`config.mk`:
```
export PLATFORM = sky130hd
export DESIGN_NAME = ilrs_core
export DESIGN_NICKNAME = d
export VERILOG_FILES = /design/src/ilrs_pkg.sv /design/src/ilrs_regfile.sv /design/src/ilrs_core.sv
export SDC_FILE = /design/constraint.sdc
export NUM_CORES = 2
export LEC_CHECK = 0
export CAP_MARGIN = 15
export CORE_ASPECT_RATIO = 1.25
export CORE_UTILIZATION = 60
export CTS_CLUSTER_DIAMETER = 200
export CTS_CLUSTER_SIZE = 12
export DETAILED_ROUTE_END_ITERATION = 8
export DONT_BUFFER_PORTS = 1
export GPL_ROUTABILITY_DRIVEN = 0
export PLACE_DENSITY = 0.73
export SKIP_CTS_REPAIR_TIMING = 1
export SYNTH_ARGS = -nofsm -noshare
export SYNTH_HDL_FRONTEND = slang
export SYNTH_SLANG_ARGS = --single-unit
```
`constraint.sdc`:
```
create_clock -name clock -period 10.22 [get_ports clock]
set_input_delay 1.533 -clock clock [delete_from_list [all_inputs] [get_ports clock]]
set_output_delay 1.533 -clock clock [all_outputs]
set_load 0.02 [all_outputs]
```
`src/ilrs_pkg.sv`:
```
// constants, types and helpers for the inter-level register and skip executor
// Operation
// - Sixteen independent register and status sets are kept, one per program level.
// - Instruction bits 0-2 select the register, coded as register-operation destinations.
// - Instruction bits 3-6 select the target level, and the current level may be chosen too.
// - An inter-level read copies the selected register of that level into the current A.
// - A read with selector zero puts status in A bits 1-7 and clears A bit 0 and bits 8-15.
// - The inter-level read is privileged and runs only where such instructions are allowed.
// - An inter-level write copies the current A into the selected register of any level.
// - A write aimed at the program counter of the current level does nothing.
// - A write with selector zero loads A bits 1-7 into the status of the selected level.
// - The inter-level write is privileged and runs only where such instructions are allowed.
// - Code 000 needs zero set, 100 zero clear; others test sign, sign xor overflow, carry.
package ilrs_pkg;
  localparam int ILRS_WORD_W = 16;
  localparam int ILRS_LEVEL_W = 4;
  localparam int ILRS_SEL_W = 3;
  localparam int ILRS_IDX_W = ILRS_LEVEL_W + ILRS_SEL_W;
  localparam int ILRS_DEPTH = 1 << ILRS_IDX_W;
  // field positions inside the instruction word
  localparam int ILRS_SEL_LSB = 0;
  localparam int ILRS_LVL_LSB = 3;
  localparam int ILRS_SRC_LSB = 3;
  localparam int ILRS_COND_LSB = 8;
  localparam int ILRS_GRP_LSB = 6;
  localparam int ILRS_GRP_W = 2;
  // opcode patterns
  localparam logic [15:0] ILRS_RW_MASK = 16'hff80;
  localparam logic [15:0] ILRS_OP_READ = 16'hd780;
  localparam logic [15:0] ILRS_OP_WRITE = 16'hd700;
  localparam logic [15:0] ILRS_SKIP_MASK = 16'hf800;
  localparam logic [15:0] ILRS_OP_SKIP = 16'hc000;
  localparam logic [1:0] ILRS_GRP_SKIP = 2'h0;
  // register selector codes
  localparam logic [2:0] ILRS_SEL_STATUS = 3'h0;
  localparam logic [2:0] ILRS_SEL_P = 3'h2;
  localparam logic [2:0] ILRS_SEL_A = 3'h5;
  // status occupies bits 1-7 of a word
  localparam logic [15:0] ILRS_STS_MASK = 16'h00fe;
  localparam logic [15:0] ILRS_ONE = 16'h0001;
  localparam logic [15:0] ILRS_ZERO = 16'h0000;
  // skip conditions
  localparam logic [2:0] ILRS_C_EQ = 3'h0;
  localparam logic [2:0] ILRS_C_SIGN_CLR = 3'h1;
  localparam logic [2:0] ILRS_C_SGE = 3'h2;
  localparam logic [2:0] ILRS_C_UGE = 3'h3;
  localparam logic [2:0] ILRS_C_NE = 3'h4;
  localparam logic [2:0] ILRS_C_SIGN_SET = 3'h5;
  localparam logic [2:0] ILRS_C_SLT = 3'h6;
  localparam logic [2:0] ILRS_C_ULT = 3'h7;

  typedef enum logic [1:0] {st_idle, st_exec, st_bump} ilrs_state_t;

  // one flat index per level and register
  function automatic logic [ILRS_IDX_W-1:0] ilrs_idx(input logic [3:0] lvl, input logic [2:0] sel);
    ilrs_idx = {lvl, sel};
  endfunction

  function automatic logic ilrs_is_read(input logic [15:0] w);
    ilrs_is_read = (w & ILRS_RW_MASK) == ILRS_OP_READ;
  endfunction

  function automatic logic ilrs_is_write(input logic [15:0] w);
    ilrs_is_write = (w & ILRS_RW_MASK) == ILRS_OP_WRITE;
  endfunction

  function automatic logic ilrs_is_skipgrp(input logic [15:0] w);
    ilrs_is_skipgrp = (w & ILRS_SKIP_MASK) == ILRS_OP_SKIP;
  endfunction

  function automatic logic ilrs_cond(input logic [2:0] cd, input logic s, input logic z,
                                     input logic c, input logic o);
    unique case (cd)
      ILRS_C_EQ: ilrs_cond = z;
      ILRS_C_SIGN_CLR: ilrs_cond = !s;
      ILRS_C_SGE: ilrs_cond = !(s ^ o);
      ILRS_C_UGE: ilrs_cond = c;
      ILRS_C_NE: ilrs_cond = !z;
      ILRS_C_SIGN_SET: ilrs_cond = s;
      ILRS_C_SLT: ilrs_cond = s ^ o;
      ILRS_C_ULT: ilrs_cond = !c;
    endcase
  endfunction
endpackage

```
`src/ilrs_regfile.sv`:
```
// per-level register file with one write port and two registered read ports
`timescale 1ns/1ps
module ilrs_regfile
  import ilrs_pkg::*;
#(
  parameter int WIDTH = ILRS_WORD_W,
  parameter int DEPTH = ILRS_DEPTH,
  parameter int AW = ILRS_IDX_W
) (
  // clock and reset
  input wire logic clock,
  input wire logic resetn,
  // write port
  input wire logic we,
  input wire logic [AW-1:0] waddr,
  input wire logic [WIDTH-1:0] wdata,
  // read ports
  input wire logic [AW-1:0] raddr_a,
  input wire logic [AW-1:0] raddr_b,
  output logic [WIDTH-1:0] rdata_a,
  output logic [WIDTH-1:0] rdata_b
);
  // contents are not reset; only the read registers are
  logic [WIDTH-1:0] mem [DEPTH];

  always_ff @(posedge clock) begin
    if (we) begin
      mem[waddr] <= wdata;
    end
    if (!resetn) begin
      rdata_a <= '0;
      rdata_b <= '0;
    end else begin
      rdata_a <= mem[raddr_a];
      rdata_b <= mem[raddr_b];
    end
  end
endmodule // ilrs_regfile

```
`src/ilrs_core.sv`:
```
// executor for inter-level register read/write and conditional skip
`timescale 1ns/1ps
module ilrs_core
  import ilrs_pkg::*;
(
  // clock and reset
  input wire logic clock,
  input wire logic resetn,
  // instruction hand-off
  input wire logic [15:0] instr,
  input wire logic instr_valid,
  input wire logic [3:0] current_level,
  input wire logic priv_allowed,
  output logic ready,
  // completion
  output logic done,
  output logic priv_violation,
  output logic skip_taken,
  output logic extended_group,
  // indicators of the last skip compare
  output logic flag_s,
  output logic flag_z,
  output logic flag_c,
  output logic flag_o,
  // outside access to the register sets; writes land only while idle
  input wire logic host_we,
  input wire logic [3:0] host_level,
  input wire logic [2:0] host_sel,
  input wire logic [15:0] host_wdata,
  input wire logic [3:0] host_rd_level,
  input wire logic [2:0] host_rd_sel,
  output logic [15:0] host_rdata
);
  ilrs_state_t state, next_state;
  logic [15:0] ir, next_ir;
  logic [3:0] cur, next_cur;
  logic next_done, next_priv_violation, next_skip_taken, next_extended_group;
  logic next_flag_s, next_flag_z, next_flag_c, next_flag_o;
  logic mem_we;
  logic [ILRS_IDX_W-1:0] mem_waddr, raddr_a, raddr_b;
  logic [15:0] mem_wdata, rdata_a, rdata_b;
  logic [2:0] ir_sel, ir_src, ir_cond;
  logic [3:0] ir_lvl;
  logic [15:0] opd_d, opd_s, alu_res;
  logic [16:0] alu_sum;
  logic alu_s, alu_z, alu_c, alu_o, cond_hit, own_pc, in_rw;

  // one register set per level, addressed by level and selector
  ilrs_regfile u_regs (
    .clock(clock),
    .resetn(resetn),
    .we(mem_we),
    .waddr(mem_waddr),
    .wdata(mem_wdata),
    .raddr_a(raddr_a),
    .raddr_b(raddr_b),
    .rdata_a(rdata_a),
    .rdata_b(rdata_b)
  );

  assign host_rdata = rdata_b;
  assign ready = state == st_idle;
  assign in_rw = ilrs_is_read(instr) || ilrs_is_write(instr);

  assign ir_sel = ir[ILRS_SEL_LSB +: ILRS_SEL_W];
  assign ir_lvl = ir[ILRS_LVL_LSB +: ILRS_LEVEL_W];
  assign ir_src = ir[ILRS_SRC_LSB +: ILRS_SEL_W];
  assign ir_cond = ir[ILRS_COND_LSB +: ILRS_SEL_W];
  assign own_pc = (ir_lvl == cur) && (ir_sel == ILRS_SEL_P);

  // selector zero names no register in a compare, so it reads as zero
  assign opd_d = (ir_sel == ILRS_SEL_STATUS) ? ILRS_ZERO : rdata_a;
  assign opd_s = (ir_src == ILRS_SEL_STATUS) ? ILRS_ZERO : rdata_b;
  assign alu_sum = {1'b0, opd_d} + {1'b0, ~opd_s} + {1'b0, ILRS_ONE};
  assign alu_res = alu_sum[15:0];
  assign alu_s = alu_res[15];
  assign alu_z = alu_res == ILRS_ZERO;
  assign alu_c = alu_sum[16];
  assign alu_o = (opd_d[15] != opd_s[15]) && (alu_res[15] != opd_d[15]);
  assign cond_hit = ilrs_cond(ir_cond, alu_s, alu_z, alu_c, alu_o);

  always_comb begin
    next_state = state;
    next_ir = ir;
    next_cur = cur;
    next_done = 1'b0;
    next_priv_violation = 1'b0;
    next_skip_taken = 1'b0;
    next_extended_group = 1'b0;
    next_flag_s = flag_s;
    next_flag_z = flag_z;
    next_flag_c = flag_c;
    next_flag_o = flag_o;
    // outside writes only land while idle, when the executor never writes
    mem_we = host_we;
    mem_waddr = ilrs_idx(host_level, host_sel);
    mem_wdata = host_wdata;
    raddr_a = ilrs_idx(current_level, ILRS_SEL_A);
    raddr_b = ilrs_idx(host_rd_level, host_rd_sel);
    unique case (state)
      st_idle: begin
        if (instr_valid) begin
          next_ir = instr;
          next_cur = current_level;
          if (in_rw && !priv_allowed) begin
            next_priv_violation = 1'b1;
            next_done = 1'b1;
          end else if (ilrs_is_read(instr)) begin
            raddr_a = ilrs_idx(instr[ILRS_LVL_LSB +: ILRS_LEVEL_W],
                               instr[ILRS_SEL_LSB +: ILRS_SEL_W]);
            next_state = st_exec;
          end else if (ilrs_is_write(instr)) begin
            next_state = st_exec;
          end else if (ilrs_is_skipgrp(instr) &&
                       instr[ILRS_GRP_LSB +: ILRS_GRP_W] == ILRS_GRP_SKIP) begin
            raddr_a = ilrs_idx(current_level, instr[ILRS_SEL_LSB +: ILRS_SEL_W]);
            raddr_b = ilrs_idx(current_level, instr[ILRS_SRC_LSB +: ILRS_SEL_W]);
            next_state = st_exec;
          end else begin
            // extended group and anything else is left to other decoders
            next_extended_group = 1'b1;
            next_done = 1'b1;
          end
        end
      end
      st_exec: begin
        mem_we = 1'b0;
        if (ilrs_is_read(ir)) begin
          mem_we = 1'b1;
          mem_waddr = ilrs_idx(cur, ILRS_SEL_A);
          mem_wdata = (ir_sel == ILRS_SEL_STATUS) ? (rdata_a & ILRS_STS_MASK) : rdata_a;
          next_done = 1'b1;
          next_state = st_idle;
        end else if (ilrs_is_write(ir)) begin
          mem_we = !own_pc;
          mem_waddr = ilrs_idx(ir_lvl, ir_sel);
          mem_wdata = (ir_sel == ILRS_SEL_STATUS) ? (rdata_a & ILRS_STS_MASK) : rdata_a;
          next_done = 1'b1;
          next_state = st_idle;
        end else begin
          next_flag_s = alu_s;
          next_flag_z = alu_z;
          next_flag_c = alu_c;
          next_flag_o = alu_o;
          if (cond_hit) begin
            raddr_a = ilrs_idx(cur, ILRS_SEL_P);
            next_state = st_bump;
          end else begin
            next_done = 1'b1;
            next_state = st_idle;
          end
        end
      end
      st_bump: begin
        // the counter already points past the skip, one more step skips the next word
        mem_we = 1'b1;
        mem_waddr = ilrs_idx(cur, ILRS_SEL_P);
        mem_wdata = rdata_a + ILRS_ONE;
        next_skip_taken = 1'b1;
        next_done = 1'b1;
        next_state = st_idle;
      end
      default: begin
        mem_we = 1'b0;
        next_state = st_idle;
      end
    endcase
  end

  always_ff @(posedge clock) begin
    if (!resetn) begin
      state <= st_idle;
      ir <= ILRS_ZERO;
      cur <= '0;
      done <= 1'b0;
      priv_violation <= 1'b0;
      skip_taken <= 1'b0;
      extended_group <= 1'b0;
      flag_s <= 1'b0;
      flag_z <= 1'b0;
      flag_c <= 1'b0;
      flag_o <= 1'b0;
    end else begin
      state <= next_state;
      ir <= next_ir;
      cur <= next_cur;
      done <= next_done;
      priv_violation <= next_priv_violation;
      skip_taken <= next_skip_taken;
      extended_group <= next_extended_group;
      flag_s <= next_flag_s;
      flag_z <= next_flag_z;
      flag_c <= next_flag_c;
      flag_o <= next_flag_o;
    end
  end

  property p_priv_block;
    @(posedge clock) disable iff (!resetn)
      (ready && instr_valid && in_rw && !priv_allowed) |=> (priv_violation && done && ready);
  endproperty
  a_priv_block: assert property (p_priv_block)
    else $error("unprivileged access not refused");

  property p_read_lands_in_a;
    @(posedge clock) disable iff (!resetn)
      (ready && instr_valid && ilrs_is_read(instr) && priv_allowed)
        |=> (mem_we && mem_waddr == ilrs_idx($past(current_level), ILRS_SEL_A)) ##1 done;
  endproperty
  a_read_lands_in_a: assert property (p_read_lands_in_a)
    else $error("read not written to A");

  property p_status_read;
    @(posedge clock) disable iff (!resetn)
      (state == st_exec && ilrs_is_read(ir) && ir_sel == ILRS_SEL_STATUS)
        |-> (mem_wdata[15:8] == 8'h00 && !mem_wdata[0] && mem_wdata[7:1] == rdata_a[7:1]);
  endproperty
  a_status_read: assert property (p_status_read)
    else $error("status read badly placed");

  property p_write_target;
    @(posedge clock) disable iff (!resetn)
      (state == st_exec && ilrs_is_write(ir) && !own_pc)
        |-> (mem_we && mem_waddr == {ir_lvl, ir_sel} && $past(raddr_a) == {cur, ILRS_SEL_A});
  endproperty
  a_write_target: assert property (p_write_target)
    else $error("write went to wrong place");

  property p_own_pc;
    @(posedge clock) disable iff (!resetn)
      (state == st_exec && ilrs_is_write(ir) && own_pc) |-> !mem_we ##1 (done && ready);
  endproperty
  a_own_pc: assert property (p_own_pc) else $error("own counter was written");

  property p_status_write;
    @(posedge clock) disable iff (!resetn)
      (state == st_exec && ilrs_is_write(ir) && ir_sel == ILRS_SEL_STATUS)
        |-> (mem_wdata == (rdata_a & ILRS_STS_MASK));
  endproperty
  a_status_write: assert property (p_status_write)
    else $error("status write not bits 1-7");

  property p_extended_group;
    @(posedge clock) disable iff (!resetn)
      (ready && instr_valid && ilrs_is_skipgrp(instr) &&
       instr[ILRS_GRP_LSB +: ILRS_GRP_W] != ILRS_GRP_SKIP)
        |=> (extended_group && done && ready && !skip_taken);
  endproperty
  a_extended_group: assert property (p_extended_group)
    else $error("extended word taken as skip");

  property p_equal_skips;
    @(posedge clock) disable iff (!resetn)
      (state == st_exec && ilrs_is_skipgrp(ir) && ir_cond == ILRS_C_EQ && opd_d == opd_s)
        |=> (state == st_bump) ##1 (skip_taken && flag_z);
  endproperty
  a_equal_skips: assert property (p_equal_skips)
    else $error("equal compare did not skip");

  property p_no_skip;
    @(posedge clock) disable iff (!resetn)
      (state == st_exec && ilrs_is_skipgrp(ir) && !cond_hit) |=> (done && !skip_taken && ready);
  endproperty
  a_no_skip: assert property (p_no_skip) else $error("skip taken on false condition");
endmodule // ilrs_core

```
---- Word-level counts from Yosys, hierarchy flattened ----
Memory sizes are Yosys's and may differ from the RTL's. A register that Yosys moved wholly into a read port is not among the register bits.
Index checks and enable logic that the tools add are counted.
word-level totals
  register bits after elaboration ......... 30
  bits in latches ......................... 0
  bits in writable memories ............... 2,048
  memory bits (read-only) ................. 0
  output and inout bits ................... 25
  word-level logic and storage cells ...... 117
  memories kept ........................... 1
memory list
  memory      words  bits a word  rd ports  clocked after memory_dff  write ports  RTL line            source
  u_regs.mem  128    16           2         2                         1            ilrs_regfile.sv:24  logic [WIDTH-1:0] mem [DEPTH];
cells by class
  add/sub/neg operators ................... 3
  multiply operators ...................... 0
  divide/modulo/power cells ............... 0
  magnitude comparators ................... 0
  eq/ne operators ......................... 21
  shift operators ......................... 0
  mux-type cells .......................... 50
  bitwise logic cells ..................... 7
  reductions and logical operators ........ 24
operator list
  kind                                                             count
  7-bit 2-to-1 mux                                                 14
  16-bit 2-to-1 mux                                                5
  9-bit == test, second input constant                             4
  16-bit case mux with 2 select lines                              1
  7-bit case mux with 2 select lines                               2
  16-bit by 16-bit adder with 17-bit output                        1
  17-bit by 1-bit adder with 17-bit output, second input constant  1
  16-bit by 1-bit adder with 16-bit output, second input constant  1
  16-bit logical NOT                                               1
  2-bit 2-to-1 mux                                                 8
  16-bit NOT                                                       1
  1-bit 2-to-1 mux                                                 14
  3-bit == test, second input constant                             4
  3-bit by 2-bit == test with 1-bit output, second input constant  3
  3-bit logical NOT                                                3
  3-bit AND reduction                                              3
  1-bit logical NOT                                                8
  1-bit case mux with 8 select lines                               1
  3-bit 2-to-1 mux                                                 2
  1-bit case mux with 3 select lines                               2
  5-bit == test, second input constant                             1
  1-bit NOT                                                        5
  4-bit == test                                                    1
  1-bit logical AND                                                4
  12 further kinds                                                 15

---- Logic depth before layout (Yosys ltp) ----
  word-level depth ........................ 14
  mapped depth ............................ 33
  mapped depth without buffers ............ 25

---- Modules after synthesis ----
Synthesis repeated with hierarchy kept, for this count alone.
unflattened totals
  cells, all modules ...................... 5,930
  area, all modules ....................... 99,819.5 um2
by module, submodules not included
  module        instances  cells each  area each (um2)  sequential area each (um2)
  ilrs_regfile  1          5,426       96,291.1         62,139.6
  ilrs_core     1          504         3,528.4          600.6

---- Least setup slack after synthesis ----
OpenSTA, ideal clock, no wires.
  path kind ............................... input-to-reg
  from .................................... input host_wdata[1]
  to ...................................... memory u_regs.mem[0][1] in the netlist's numbering (data pin)
  setup time .............................. 1,197 ps
  arrival ................................. 6,605 ps
  required time ........................... 9,023 ps
  path slack .............................. 2,418 ps
  stages .................................. 2
  buffers on the path ..................... 0
  path through ............................ a22oi_1 -> o21ai_0
on the way
  cells in the longest elaborated chain, start to end .. 3
ends and longest elaborated chain
  element                                RTL line            source
  start, declared                        ilrs_core.sv:29     input wire logic [15:0] host_wdata,
  16-bit 2-to-1 mux                      ilrs_core.sv:134    end else if (ilrs_is_write(ir)) begin
  16-bit 2-to-1 mux                      ilrs_core.sv:128    if (ilrs_is_read(ir)) begin
  16-bit case mux with 2 select lines *  ilrs_core.sv:100    unique case (state)
  via mem_wdata[1]                       ilrs_core.sv:41     logic [15:0] mem_wdata, rdata_a, rdata_b;
  end, declared                          ilrs_regfile.sv:24
The timed path passes the listed nets; every way through them passes the cells marked *.

---- Worst setup path in the final report ----
  from .................................... register ir[3]
  to ...................................... register u_regs.rdata_a[9], read port of u_regs.mem
on the way
  cells in the longest elaborated chain, start to end .. 14
  elaborated cells on any way between the ends .. 19
ends and longest elaborated chain
  element                                    RTL line                        source
  start, declared                            ilrs_core.sv:35                 logic [15:0] ir, next_ir;
  start signal, assigned                     ilrs_core.sv:185                ir <= next_ir;
  3-bit logical NOT *                        ilrs_core.sv:73                 assign opd_s = (ir_src == ILRS_SEL_STATUS) ? ILRS_ZERO : rdata_b;
  16-bit 2-to-1 mux *                        ilrs_core.sv:73
  16-bit NOT                                 ilrs_core.sv:74                 assign alu_sum = {1'b0, opd_d} + {1'b0, ~opd_s} + {1'b0, ILRS_ONE};
  16-bit by 16-bit adder with 17-bit output  ilrs_core.sv:74
  17-bit by 1-bit adder with 17-bit output   ilrs_core.sv:74
  1-bit != test                              ilrs_core.sv:79                 assign alu_o = (opd_d[15] != opd_s[15]) && (alu_res[15] != opd_d[15]);
  1-bit logical AND                          ilrs_core.sv:79
  1-bit bitwise XOR                          ilrs_pkg.sv:76, ilrs_pkg.sv:80
  1-bit logical NOT                          ilrs_pkg.sv:76                  ILRS_C_SGE: ilrs_cond = !(s ^ o);
  1-bit case mux with 8 select lines *       ilrs_pkg.sv:73                  unique case (cd)
  7-bit 2-to-1 mux *                         ilrs_core.sv:145                if (cond_hit) begin
  7-bit 2-to-1 mux *                         ilrs_core.sv:134
  7-bit 2-to-1 mux *                         ilrs_core.sv:128
  7-bit case mux with 2 select lines *       ilrs_core.sv:100
  end, declared                              ilrs_regfile.sv:20              output logic [WIDTH-1:0] rdata_a,
Every way passes the cells marked *; elsewhere a longest branch is shown, timed or not.
A chain may end at the register's enable or synchronous reset.

==> results.py <==
metrics = {
    "drt": {
        "drt_iter0_drc": 15900,
        "dr.pass1.iters": 7,
        "vias_per_cell": 7.91,
        "drt-total-wl_um": 384000,
        "count_of_vias_placed_by_the_detailed_router": 77800,
        "post-route-drc-count": 0,
        "routed_wire_length_per_instance_um": 39.0,
        "ant_nets": 0,
    },
    "clocking": {
        "cts_made_buffers": 193,
        "cts_num_sinks": 2110,
        "cts.clk_slew.worst_paths_ns": 0.07,
        "clock-root-buffer": "sky130_fd_sc_hd__clkbuf_16",
        "clock_tree.htree_level_count": 4,
        "tritoncts": "done",
        "insertion_delay_ns": 0.90,
        "clock_path_buffers": 3,
    },
    "setup_path": {
        "timing.critical_path.to_type": "flop",
        "timing.critical_path.from_type": "flop",
        "timing.critical_path.fanout_max": 26,
        "rr_endpoint": "u_regs.rdata_a[9]$_SDFF_PN0_",
        "required_ns": 10.99,
        "setup.reg_to_reg.worst_slack_ns": 0.50,
        "worstSetupPathType": "reg2reg",
        "r2r-start": "ir[3]$_SDFFE_PN0P_",
        "worst_ep_arrival_time_ns": 10.49,
        "rr_worst_depth": 26,
    },
    "sta": {
        "max-slew-margin-rel": -0.0307,
        "setup_viol": 0,
        "finalHoldViolations": 0,
        "slew_viol_final": 4,
        "tightestPinTransition_ns": 1.54,
        "finalCritPeriodShare": 0.951,
        "final_critical_path_setup_slack_ns": 0.504,
        "final_period_minus_worst_setup_slack_ns": 9.72,
        "rsz0062_at_grt": "no",
        "finalSetupTns_ns": 0,
        "fmax_mhz": 103,
        "finClkSkew_ns": 0.0420,
    },
    "worst_hold_path": {
        "whs_endpoint": "ir[12]$_SDFFE_PN0P_",
        "hold_start": "ir[12]$_SDFFE_PN0P_",
        "worstHoldPathCells": 2,
        "hold_class": "reg2reg",
    },
    "layout": {
        "layout_cells_sized_above_1": 0.184,
        "nFillCells": 11900,
        "sequential_area_mm2": 0.0627,
        "design.final.nets": 7574,
        "area_occupied_by_multi_input_gates_mm2": 0.0381,
        "area_growth_syn_to_layout_pct": 8.49,
    },
    "floorplan": {
        "fp.dieArea_mm2": 0.174,
        "top_level_ports": 80,
        "die_x_um": 374,
        "floorplan.rows": 170,
        "die_h_um": 467,
        "floorplan_core_area_mm2": 0.172,
        "start_util": 0.604,
    },
    "yosys": {
        "synth.largest_area_cell": "sky130_fd_sc_hd__edfxtp_1",
        "syn-cell-area_mm2": 0.104,
        "synth-compound-area-share": 0.120,
        "number_of_synthesized_flops_with_an_enable_pin": 2048,
        "post_synth_num_cell_types": 90,
        "synthesis.yosys.warnings": 0,
        "synth-seq-area-share": 0.605,
        "synth-simple-area-share": 0.0934,
        "post_synth_mux_area_share": 0.144,
        "synth_top_family_by_area": "multiplexers",
        "yosysTopAreaCellShare": 0.593,
        "synth.avg_cell_area_um2": 13.6,
        "asyncSetResetFlopFracSynth": 0,
        "synth_adder_area_share": 0.00273,
        "ys_seq_elements": 2110,
        "synthesized_area_fraction_occupied_by_xor_and_xnor_cells": 0.00161,
        "synth-main-ff-cell": "sky130_fd_sc_hd__edfxtp_1",
        "synth.net_count": 7703,
        "synth_area_leaders": "sky130_fd_sc_hd__edfxtp_1, sky130_fd_sc_hd__mux4_2, sky130_fd_sc_hd__nand2_1",
        "syn-instance-count": 7626,
    },
    "placed_design": {
        "buffer_ports.inserted": 0,
        "dp_hpwl_um": 229000,
        "preCtsSetupSlack_ns": 1.37,
    },
    "grt": {
        "grt.total_usage": 0.437,
        "global_route_wire_length_before_repair_um": 541000,
        "met2_usage": 0.614,
        "global_route.peak_usage_layer": "met2",
        "grt_pass1_vias": 74200,
        "antenna_found_initial": 16,
        "global_route.overflow_total": 0,
        "use_met1": 0.533,
        "met3_global_route_usage": 0.184,
        "maximum_number_of_pins_on_one_net_before_global_route_repair": 127,
    },
    "pwr": {
        "p_leak_uw": 0.0371,
        "power.density_cell_area_mw_per_mm2": 164,
        "ir_drop_mv": 0.153,
        "design_power_total_uw": 18400,
    },
    "status": {
        "violations": "capacitance limit, slew limit",
        "outcome": "finished with violations",
    },
    "flow_run": {
        "max_cap_violations": 2,
    },
}
cell usage in the layout (no fill, tap or decap), types with 69 or more instances in the layout:
cell type	synthesis	routed
sky130_fd_sc_hd__edfxtp_1	2048	2048
sky130_fd_sc_hd__nand2_1	930	924
sky130_fd_sc_hd__nor2_1	573	538
sky130_fd_sc_hd__mux4_2	512	512
sky130_fd_sc_hd__o22ai_1	365	365
sky130_fd_sc_hd__buf_4	15	303
sky130_fd_sc_hd__clkbuf_16	0	196
sky130_fd_sc_hd__inv_1	171	171
sky130_fd_sc_hd__mux2_2	162	160
sky130_fd_sc_hd__and2_1	152	150
sky130_fd_sc_hd__mux2i_1	156	149
sky130_fd_sc_hd__a211oi_1	143	143
sky130_fd_sc_hd__nand3_1	129	129
sky130_fd_sc_hd__o2111ai_1	120	120
sky130_fd_sc_hd__a22oi_1	113	113
sky130_fd_sc_hd__o22a_1	91	91
sky130_fd_sc_hd__a311oi_1	96	89
sky130_fd_sc_hd__o211ai_1	83	83
sky130_fd_sc_hd__o21ai_0	83	82
sky130_fd_sc_hd__a221oi_1	80	80
sky130_fd_sc_hd__a31oi_1	77	77
sky130_fd_sc_hd__clkbuf_1	445	77
sky130_fd_sc_hd__and3_1	72	71
sky130_fd_sc_hd__nand4_1	69	69
sky130_fd_sc_hd__o221ai_1	72	69
flip-flops by register name, indices dropped and copies added, names as in the netlist:
name and cells:
priv_violation 1, cur 4, flag_o 1, extended_group 1, u_regs.mem 2048, state 2
u_regs.rdata_b 16, ir 16, flag_z 1, flag_c 1, flag_s 1, u_regs.rdata_a 16
done 1, skip_taken 1
routing by layer:
metal,wire length (µm),up-vias
li1,-,30100
met1,120000,38200
met2,161000,7809
met3,65100,1726
met4,37500,20
met5,494,-
how the worst max path moves through the flow:
| stage | from | endpoint |
|---|---|---|
| finish | ir[3]$_SDFFE_PN0P_ | u_regs.rdata_a[9]$_SDFF_PN0_ |
| detailed placement | ir[3]$_SDFFE_PN0P_ | u_regs.rdata_a[2]$_SDFF_PN0_ |
| global placement | ir[3]$_SDFFE_PN0P_ | u_regs.rdata_a[2]$_SDFF_PN0_ |
| floorplan | host_wdata[1] | u_regs.mem[0][1]$_DFFE_PP_ |
| CTS | ir[3]$_SDFFE_PN0P_ | u_regs.rdata_a[10]$_SDFF_PN0_ |
| global route | ir[3]$_SDFFE_PN0P_ | u_regs.rdata_a[9]$_SDFF_PN0_ |
cell type report:
| cell class | count | area share |
|---|---|---|
| diodes | 17 | 0.000378 |
| clock buffers | 273 | 0.0462 |
| clock inverters | 11 | 0.00135 |
| inverters | 172 | 0.00574 |
| multi-input cells | 4687 | 0.339 |
| flip-flops and latches | 2110 | 0.558 |
| well taps | 2236 | 0.0249 |
| repair buffers | 333 | 0.0246 |
kinds of logic after synthesis:
group / count (synthesis)
AOI/OAI and AO/OA: 1645
xor gates and xnor gates: 19
adders and majority gates: 22
buffers and inverters: 829
DFF: 2110
muxes: 832
and+or+nand+nor: 2169
cells in the mapped netlist (all sizes together) (49+ instances only):
cell type  number
or2            63
mux2          164
dfxtp          62
nand2         931
nand4          71
buf           212
o22a           91
a2111oi        62
inv           172
a21oi          49
o211ai         86
o21ai          88
a311oi         96
a221oi         80
nand3         132
o2111ai       120
edfxtp       2048
mux2i         156
a22oi         113
o221ai         74
a31oi          77
a211oi        146
clkbuf        445
nor2          574
mux4          512
nor3           63
a211o          54
and3           72
and2          152
o22ai         365
critical path: stages, from the launching register on:
cell	delay [ns]
sky130_fd_sc_hd__dfxtp_1	0.34
sky130_fd_sc_hd__or3_1	0.74
sky130_fd_sc_hd__and2_1	0.33
sky130_fd_sc_hd__ha_1	0.20
sky130_fd_sc_hd__nor2b_1	0.29
sky130_fd_sc_hd__o31ai_2	0.17
sky130_fd_sc_hd__a211oi_4	0.39
sky130_fd_sc_hd__a21oi_2	0.13
sky130_fd_sc_hd__a21oi_1	0.16
sky130_fd_sc_hd__o21a_1	0.13
sky130_fd_sc_hd__nor2_1	0.06
sky130_fd_sc_hd__fa_1	0.68
sky130_fd_sc_hd__and3_1	0.18
sky130_fd_sc_hd__o221ai_1	0.10
sky130_fd_sc_hd__a221oi_1	0.25
sky130_fd_sc_hd__nand2_1	0.11
sky130_fd_sc_hd__nor2_1	0.11
sky130_fd_sc_hd__nand4_1	0.36
sky130_fd_sc_hd__o21ai_1	0.50
sky130_fd_sc_hd__nand3_1	0.37
sky130_fd_sc_hd__a222oi_1	0.48
sky130_fd_sc_hd__buf_4	0.22
sky130_fd_sc_hd__or2_2	0.96
sky130_fd_sc_hd__o22ai_1	0.42
sky130_fd_sc_hd__a211oi_1	1.02
sky130_fd_sc_hd__o22ai_1	0.47
sky130_fd_sc_hd__a211o_1	0.34
where the power goes:
part | total, µW | switching [µW] | internal [µW]
clock | 6700 | 3210 | 3490
sequential | 9830 | 80.0 | 9750
combinational | 1890 | 1350 | 534
metrics by stage:
step / util / instances / hold WS [ns] / cell area [µm²]
detailed placement: 0.623 / 9531 / 0.458 / 107000
finish: 0.655 / 9839 / 0.465 / 112000
CTS: 0.654 / 9815 / 0.467 / 112000
floorplan: - / 7626 / 0.438 / 104000
global placement: 0.623 / 9527 / 0.450 / 107000
global route: 0.655 / 9827 / 0.501 / 112000
No activity file was read; power rests on OpenSTA's default activity.
